**config.mk**
```make
export PLATFORM = sky130hd
export DESIGN_NAME = pin_change_detect
export DESIGN_NICKNAME = d
export VERILOG_FILES = /design/src/shared/pin_change_pkg.sv /design/src/core/pin_change_detect.sv
export SDC_FILE = /design/constraint.sdc
export NUM_CORES = 1
export LEC_CHECK = 0
export BUFFER_PORTS_ARGS = -buffer_cell sky130_fd_sc_hd__buf_2
export CORE_UTILIZATION = 45
export CTS_CLUSTER_DIAMETER = 120
export DETAILED_ROUTE_END_ITERATION = 16
export GPL_ROUTABILITY_DRIVEN = 1
export HOLD_SLACK_MARGIN = 0.03
export PLACE_DENSITY = 0.75
export REMOVE_ABC_BUFFERS = 1
export SYNTH_ARGS = -nofsm -noshare
export SYNTH_HDL_FRONTEND = slang
export SYNTH_SLANG_ARGS = --single-unit
```
**constraint.sdc**
```tcl
create_clock -name clk_sys -period 3.29 [get_ports clk_sys]
set_clock_uncertainty 0.05 [all_clocks]
set_input_delay 0.329 -clock clk_sys [delete_from_list [all_inputs] [get_ports clk_sys]]
set_output_delay 0.329 -clock clk_sys [all_outputs]
set_load 0.05 [all_outputs]
```
**src/shared/pin_change_pkg.sv**
```systemverilog
package pin_change_pkg;

	// register byte offsets on the AXI4-Lite slave
	localparam logic [5:0] OFF_PORTA_RISE  = 6'h00;
	localparam logic [5:0] OFF_PORTA_FALL  = 6'h04;
	localparam logic [5:0] OFF_PORTA_FLAGS = 6'h08;
	localparam logic [5:0] OFF_PORTB_RISE  = 6'h0C;
	localparam logic [5:0] OFF_PORTB_FALL  = 6'h10;
	localparam logic [5:0] OFF_PORTB_FLAGS = 6'h14;
	localparam logic [5:0] OFF_PORTC_RISE  = 6'h18;
	localparam logic [5:0] OFF_PORTC_FALL  = 6'h1C;
	localparam logic [5:0] OFF_PORTC_FLAGS = 6'h20;
	localparam logic [5:0] OFF_IRQ_CTRL    = 6'h24;

	// implemented bits per port
	localparam logic [7:0] MASK_PORTA      = 8'h3F;
	localparam logic [7:0] MASK_PORTB      = 8'hF0;
	localparam logic [7:0] MASK_PORTC      = 8'hFF;
	localparam logic [7:0] MASK_PORTC_SMALL = 8'h3F;

	// control register fields
	localparam int         POS_IRQ_ENABLE  = 0;
	localparam int         POS_IRQ_FLAG    = 1;

	localparam logic [7:0] RESET_BYTE      = 8'h00;
	localparam logic [1:0] RESP_OKAY       = 2'h0;
	localparam logic [1:0] RESP_SLVERR     = 2'h2;
	localparam int         NUM_PORTS       = 3;

	typedef struct packed {
		logic [7:0] rise;
		logic [7:0] fall;
		logic [7:0] flags;
	} port_regs_t;

	typedef struct packed {
		logic [7:0] meta;
		logic [7:0] sync;
		logic [7:0] prev;
	} pin_sync_t;

endpackage : pin_change_pkg

```
**src/core/pin_change_detect.sv**
```systemverilog
// Function
// - each pin has its own independent rising and falling edge detectors
// - rising detection armed only while the pin's rise_enable bit is one
// - falling detection armed only while the pin's fall_enable bit is one
// - both enable bits set detects edges of either direction together
// - enabled edge sets the pin's change flag until software clears it
// - interrupt raised only while change_irq_enable is set; flags still set
// - change_irq_flag is the OR of every change flag of all ports
// - software writing zero to a change flag bit clears it
// - an edge during a flag write leaves that flag set regardless
// - with change_irq_enable set, a detected edge wakes the core from sleep
// - edges in sleep are recorded before the first instruction after wake
// - port A implements bits 5 to 0; bits 7 and 6 read zero
// - port B on the large variant implements bits 7 to 4 only
// - port C rise enables bits 7 to 0; bits 7 and 6 large variant only
// - enable bits are read write and reset to zero on every reset
// - flag bits read write, hardware settable, reset to zero
// - port C fall enables bits 7 to 0 arm falling detection; bits 7 and 6 large variant only
// - port C flags set on enabled rise or fall, cleared by software
`timescale 1ns/1ns
`default_nettype none

module pin_change_detect #(
	parameter bit LARGE_PACKAGE = 1'b1
) (
	input  wire logic        clk_sys,
	input  wire logic        rst_b,
	input  wire logic [7:0]  portAPin,
	input  wire logic [7:0]  portBPin,
	input  wire logic [7:0]  portCPin,
	input  wire logic        sleepActive,
	output logic             changeIrq,
	output logic             wakeRequest,
	input  wire logic [5:0]  s_axi_awaddr,
	input  wire logic        s_axi_awvalid,
	output logic             s_axi_awready,
	input  wire logic [31:0] s_axi_wdata,
	input  wire logic [3:0]  s_axi_wstrb,
	input  wire logic        s_axi_wvalid,
	output logic             s_axi_wready,
	output logic [1:0]       s_axi_bresp,
	output logic             s_axi_bvalid,
	input  wire logic        s_axi_bready,
	input  wire logic [5:0]  s_axi_araddr,
	input  wire logic        s_axi_arvalid,
	output logic             s_axi_arready,
	output logic [31:0]      s_axi_rdata,
	output logic [1:0]       s_axi_rresp,
	output logic             s_axi_rvalid,
	input  wire logic        s_axi_rready
);

	typedef struct packed {
		pin_change_pkg::port_regs_t [2:0] ports;
		pin_change_pkg::pin_sync_t  [2:0] pins;
		logic                             irqEnable;
		logic                             irq;
		logic                             wake;
		logic                             awHeld;
		logic [5:0]                       awAddr;
		logic                             wHeld;
		logic [7:0]                       wData;
		logic                             wLane0;
		logic                             bValid;
		logic [1:0]                       bResp;
		logic                             rValid;
		logic [31:0]                      rData;
		logic [1:0]                       rResp;
	} state_t;

	state_t state_r;
	state_t state_nxt;

	logic [2:0][7:0] pinIn;
	logic [2:0][7:0] implMask;
	logic [2:0][7:0] edgeHit;
	logic            anyFlag;

	assign pinIn[0] = portAPin;
	assign pinIn[1] = portBPin;
	assign pinIn[2] = portCPin;
	assign implMask[0] = pin_change_pkg::MASK_PORTA;
	assign implMask[1] = LARGE_PACKAGE ? pin_change_pkg::MASK_PORTB
		: pin_change_pkg::RESET_BYTE;
	assign implMask[2] = LARGE_PACKAGE ? pin_change_pkg::MASK_PORTC
		: pin_change_pkg::MASK_PORTC_SMALL;

	// register index from a byte offset: port number and field, or none
	function automatic logic [3:0] decode(input logic [5:0] addr);
		unique case (addr)
			pin_change_pkg::OFF_PORTA_RISE:  decode = 4'h0;
			pin_change_pkg::OFF_PORTA_FALL:  decode = 4'h1;
			pin_change_pkg::OFF_PORTA_FLAGS: decode = 4'h2;
			pin_change_pkg::OFF_PORTB_RISE:  decode = 4'h4;
			pin_change_pkg::OFF_PORTB_FALL:  decode = 4'h5;
			pin_change_pkg::OFF_PORTB_FLAGS: decode = 4'h6;
			pin_change_pkg::OFF_PORTC_RISE:  decode = 4'h8;
			pin_change_pkg::OFF_PORTC_FALL:  decode = 4'h9;
			pin_change_pkg::OFF_PORTC_FLAGS: decode = 4'hA;
			pin_change_pkg::OFF_IRQ_CTRL:    decode = 4'hC;
			default:                         decode = 4'hF;
		endcase
	endfunction : decode

	////////////////////////////////////////////////////////////////////////
	// edge detection
	always_comb begin
		for (int p = 0; p < pin_change_pkg::NUM_PORTS; p++) begin
			// rising and falling per pin, each gated by its own enable
			edgeHit[p] = ((state_r.pins[p].sync & ~state_r.pins[p].prev
				& state_r.ports[p].rise)
				| (~state_r.pins[p].sync & state_r.pins[p].prev
				& state_r.ports[p].fall))
				& implMask[p];
		end
	end

	////////////////////////////////////////////////////////////////////////
	// next state
	always_comb begin
		logic [3:0] wIdx;
		logic [3:0] rIdx;
		logic [7:0] rByte;
		logic [1:0] port;
		wIdx = 4'h0;
		rIdx = 4'h0;
		rByte = pin_change_pkg::RESET_BYTE;
		port = 2'h0;
		state_nxt = state_r;

		// two flops then previous sample; nothing reads meta but sync
		for (int p = 0; p < pin_change_pkg::NUM_PORTS; p++) begin
			state_nxt.pins[p].meta = pinIn[p];
			state_nxt.pins[p].sync = state_r.pins[p].meta;
			state_nxt.pins[p].prev = state_r.pins[p].sync;
		end

		// write address and data taken in either order
		if (s_axi_awvalid && s_axi_awready) begin
			state_nxt.awHeld = 1'b1;
			state_nxt.awAddr = s_axi_awaddr;
		end
		if (s_axi_wvalid && s_axi_wready) begin
			state_nxt.wHeld = 1'b1;
			state_nxt.wData = s_axi_wdata[7:0];
			state_nxt.wLane0 = s_axi_wstrb[0];
		end

		if (state_r.awHeld && state_r.wHeld && !state_r.bValid) begin
			wIdx = decode(state_r.awAddr);
			state_nxt.awHeld = 1'b0;
			state_nxt.wHeld = 1'b0;
			state_nxt.bValid = 1'b1;
			state_nxt.bResp = (wIdx == 4'hF) ? pin_change_pkg::RESP_SLVERR
				: pin_change_pkg::RESP_OKAY;
			port = wIdx[3:2];
			if (state_r.wLane0 && wIdx != 4'hF) begin
				if (wIdx == 4'hC) begin
					state_nxt.irqEnable =
						state_r.wData[pin_change_pkg::POS_IRQ_ENABLE];
				end else if (wIdx[1:0] == 2'h0) begin
					state_nxt.ports[port].rise =
						state_r.wData & implMask[port];
				end else if (wIdx[1:0] == 2'h1) begin
					state_nxt.ports[port].fall =
						state_r.wData & implMask[port];
				end else begin
					// ones leave a flag alone, zeros clear it
					state_nxt.ports[port].flags =
						state_r.ports[port].flags & state_r.wData;
				end
			end
		end
		if (state_r.bValid && s_axi_bready) begin
			state_nxt.bValid = 1'b0;
		end

		// hardware set applied last so it beats a same cycle clear
		for (int p = 0; p < pin_change_pkg::NUM_PORTS; p++) begin
			state_nxt.ports[p].flags = (state_nxt.ports[p].flags
				| edgeHit[p]) & implMask[p];
		end

		// read channel
		if (s_axi_arvalid && s_axi_arready) begin
			rIdx = decode(s_axi_araddr);
			port = rIdx[3:2];
			if (rIdx == 4'hC) begin
				rByte[pin_change_pkg::POS_IRQ_ENABLE] = state_r.irqEnable;
				rByte[pin_change_pkg::POS_IRQ_FLAG] = anyFlag;
			end else if (rIdx != 4'hF) begin
				unique case (rIdx[1:0])
					2'h0:    rByte = state_r.ports[port].rise;
					2'h1:    rByte = state_r.ports[port].fall;
					default: rByte = state_r.ports[port].flags;
				endcase
			end
			state_nxt.rValid = 1'b1;
			state_nxt.rData = {24'h000000, rByte};
			state_nxt.rResp = (rIdx == 4'hF) ? pin_change_pkg::RESP_SLVERR
				: pin_change_pkg::RESP_OKAY;
		end else if (state_r.rValid && s_axi_rready) begin
			state_nxt.rValid = 1'b0;
		end

		// interrupt output gated by the master enable; flags and summary flag set regardless
		state_nxt.irq = state_r.irqEnable && anyFlag;
		// flags are already registered when wake rises, ahead of any fetch
		state_nxt.wake = state_r.irqEnable && sleepActive && anyFlag;
	end

	assign anyFlag = |{state_r.ports[0].flags, state_r.ports[1].flags,
		state_r.ports[2].flags};

	////////////////////////////////////////////////////////////////////////
	// state register
	always_ff @(posedge clk_sys or negedge rst_b) begin
		if (!rst_b) begin
			state_r <= '0;
		end else begin
			state_r <= state_nxt;
		end
	end

	// one write and one read at a time keeps the slave free of queues
	assign s_axi_awready = !state_r.awHeld && !state_r.bValid;
	assign s_axi_wready  = !state_r.wHeld && !state_r.bValid;
	assign s_axi_arready = !state_r.rValid;
	assign s_axi_bvalid  = state_r.bValid;
	assign s_axi_bresp   = state_r.bResp;
	assign s_axi_rvalid  = state_r.rValid;
	assign s_axi_rdata   = state_r.rData;
	assign s_axi_rresp   = state_r.rResp;
	assign changeIrq     = state_r.irq;
	assign wakeRequest   = state_r.wake;

endmodule : pin_change_detect

`default_nettype wire

```
======== Word-level counts from Yosys, hierarchy flattened ========
Index checks and enable logic that the tools add are counted.
cells by class
  $lt $le $gt $ge ......................... 3
  equality and inequality tests ........... 26
  multiplexer cells ....................... 38
  bitwise gates (word level) .............. 27
  reductions and logical operators ........ 29
operators with widths
  cell                  number
  $bwmux W72            3
  $mux W56              3
  $demux W24 S2         3
  $mux W72              2
  $bmux W24 S2          2
  $and A8 B8 Y8         10
  $pmux W4 S10          2
  $eq A6 B5 Y1 const B  8
  $mux W24              2
  $mux W8               4
  $not A8 Y8            4
  $or A8 B8 Y8          4
  $and A6 B6 Y6         4
  $eq A6 B4 Y1 const B  4
  $eq A6 B6 Y1 const B  4
  $reduce_or A18 Y1     1
  $bmux W8 S2           1
  $eq A4 B4 Y1 const B  4
  $mux W16              1
  $pmux W8 S2           1
  $logic_and A1 B1 Y1   14
  $eq A6 B3 Y1 const B  2
  $logic_not A6 Y1      2
  $not A6 Y6            2
  17 further kinds      36
storage, ports and cells
  register bits ........................... 166
  input port bits ......................... 80
  output and inout port bits .............. 43
  word-level logic and storage cells ...... 154

======== Logic depth before layout (Yosys ltp) ========
  depth after elaboration ................. 14
  depth in mapped cells ................... 10
  depth with buffers taken out ............ 8

======== Least setup slack after synthesis ========
No wires, ideal clock.
  path type ............................... reg-to-reg
  start point ............................. register state_r, in the netlist s_axi_bvalid
  end point ............................... register state_r[38] (netlist bit)
  setup time .............................. 125 ps
  arrival time ............................ 2213 ps
  required time ........................... 3115 ps
  path slack .............................. 902 ps
  stages on the path, launching flop included .. 5
  path buffers ............................ 1
  cell sequence ........................... dfrtp_1 nor2_1 and2_1 clkbuf_1 mux2_2
between the ends
  longest elaborated chain between the ends .. 3
ends and longest elaborated chain
  what                      line                      source
  start: declaration        pin_change_detect.sv:71   state_t state_r;
  start signal: assignment  pin_change_detect.sv:221  state_r <= state_nxt;
  $logic_not A1 Y1          pin_change_detect.sv:227  assign s_axi_wready = !state_r.wHeld && !state_r.bValid;
  $logic_and A1 B1 Y1       pin_change_detect.sv:227
  via s_axi_wready          pin_change_detect.sv:40   output logic s_axi_wready,
  $logic_and A1 B1 Y1       pin_change_detect.sv:143  if (s_axi_wvalid && s_axi_wready) begin
The timed path passes the listed nets, and every way through them passes these cells.
A chain may end at the register's enable or synchronous reset.

==> run metrics <==
Detailed Route Iter0 Violations=463; final hold vios=0; Synth cell types=71; data required time at the worst endpoint=3530 ps; relative slew slack=51.5%; # diodes=0; critical path peak fanout=12; R2R setup slack=360 ps; Seq/Total Area, Yosys=53.7%; FP Rows=45; Post-route DRC=0; Tcrit/Tclk final=89.0%; largest delay contributor family on the critical path=compound AO/OA/AOI/OAI gates; RSZ-0062 raised after global routing=no; Resize count post-CTS=0; Reg clk slew, reported paths=60 ps; share of cells above drive strength 1=25.5%; area growth from synthesis to layout=15.7%; CTS tree=built; worst vdd rail ir drop=0.588 mV; First-pass DRT Iterations=5; Die Height=128 um; Die X=128 um; Lkg Pwr=3.82 nW; Comb pwr share=25.5%; top-area cell type share of the netlist area=53.7%; GPL Wtd Cong=0.883; Vias/cell=5.50; vias in the first global route=5041; post-synth top area cell=dfrtp_1; routed via count=5154; final setup violation count=0; CP max stage cell=dfrtp_1; met2 wire length=7.81 mm; crit path time final=2930 ps; CP bufs+invs=0; Max Root-Sink Buffers=2; Cells after Synth=640; htree depth=4; routed wl met3=1.14 mm; Ports=123; Max Cap Viol=0; cell-internal power=3.81 mW; CTS hold repair buffers=20; Tightest Hold Check Type=in2reg; Critical Setup Path Class=reg2reg; final wirelength=16.4 mm; largest net degree at the start of global routing=81; Core Util, Final=53.6%; fin. max-slew vios=0; synth top area cells=dfrtp_1, mux2_2, buf_4, nand2_1, nor2_1; post-route antenna net violation count=0; status=complete, no violations; yosys warns=0; CTS root buf=clkbuf_16; crit start category=register; DR top layer=met4; Wirelength per Cell=17.5 um; setup bufs post-CTS=0; Initial Util=46.3%; TNS Setup=0 ps; P_sw=1.99 mW; Power Dens Cells=707 mW/mm^2; Die ar.=0.0163 mm^2; first-pass GRT wire length=26.1 mm; total track usage=21.4%; Clk pwr share=33.3%; PortBufs=63; Worst path max stage delay=520 ps; count leader, synth=dfrtp_1; crit end category=register; fmax=0.341 GHz; Post-synth EDFFs=0; core area=0.0153 mm^2; TritonCTS buffer count=17; Netlist Area Pre-Place=0.00709 mm^2; dpl hpwl=11.3 mm; Overflow after GRT=0; switching share of power=34.4%; Worst Max-Slew Pin Slew=723 ps; Routed met1 length=7.14 mm; Total Nets Final=799; WP data arrival=3160 ps; Seq cells post-synth=152; Post-synth top cells=dfrtp_1, mux2_2, nand2_1; CP Cell Sequence=a211o_1 -> nor2_4 -> nand2_4 -> ha_1 -> o21ai_1 -> nand3_1 -> o21ai_0 -> o311ai_1; Worst-Skew Late Latency=420 ps; Most used DFF post-synth=dfrtp_1; Post-synth ARST share=100%; initial antenna violation count=0; syn_area_per_cell=11.1 um^2; sequential share of power=41.2%; CTS sink cnt=152
## sequential cells by signal, indices dropped and copies added (netlist names)
name,cells
s_axi_bresp,1
state_nxt,36
changeIrq,1
state_r,102
s_axi_rdata,8
s_axi_rvalid,1
wakeRequest,1
s_axi_rresp,1
s_axi_bvalid,1
## stage by stage
stage	instances	hold WS (ps)	area [um^2]	worst slack (ps)	total power, mW
6_report	937	43.6	8200	361	5.80
3_5_place_dp	886	286	7410	446	3.85
2_1_floorplan	601	-16.6	6740	750	3.38
5_1_grt	937	49.1	8200	158	6.10
3_3_place_gp	886	281	7410	492	3.78
4_1_cts	937	30.9	8200	396	5.83
## per-layer routing
layer / up-vias / GRT usage [%]
met3: 27 / 6.41
li1: 2371 / -
met2: 231 / 34.7
met4: 0 / 8.19
met5: - / 0
met1: 2525 / 27.0
## worst reg2reg max path: stages (launching register included)
cell      delay [ps]
dfrtp_1          520
a211o_1          400
nor2_4           230
nand2_4          160
ha_1             270
o21ai_1          210
nand3_1          470
o21ai_0          360
o311ai_1         130
## power groups by stage
stage / sequential, mW / clock (mW) / combinational (mW)
floorplan: 2.45 / 0 / 0.928
global placement: 2.40 / 0 / 1.39
detailed placement: 2.42 / 0 / 1.44
CTS: 2.39 / 1.98 / 1.47
global route: 2.43 / 2.06 / 1.61
finish: 2.39 / 1.93 / 1.48
## layout by cell type (no fill, tap or decap), drive strengths merged, types with 16 or more instances in the layout
master / n
mux2: 69
inv: 26
nor2: 44
a21oi: 16
nand2: 69
a31oi: 19
o21ai: 31
conb: 26
buf: 74
dlygate4sd3: 20
nand3: 16
dfrtp: 152
clkbuf: 19
## area by class of cell
type                       count  area, um^2
clock buffer                  19         453
clock inverter                12         139
fill                        1328        7110
inverter                      21        78.8
multi-input combinational    428        2860
sequential                   152        3800
tap                          211         264
timing repair buffer          94         604
## logic make-up after synthesis
group                    synth area share (%)
AND/OR/NAND/NOR                          13.1
flip-flops                               53.7
AO/OA/AOI/OAI                            11.8
buffers and inverters                    7.31
multiplexers                             12.8
adder cells (fa/ha/maj)                 0.882
XOR/XNOR                                0.371
other                                  0.0529
## worst paths after layout
check,startpoint,endpoint,cells past startpoint
setup / recovery,state_r[53],state_r[133],8
hold / removal,s_axi_rready,s_axi_rvalid,2
setup reg to reg,state_r[53],state_r[133],8
hold reg to reg,state_nxt[69],state_nxt[61],0
max in group asynchronous,rst_b,state_nxt[96],3
min in group asynchronous,rst_b,state_nxt[61],2
Note: power is estimated with default switching activity, not from simulation.
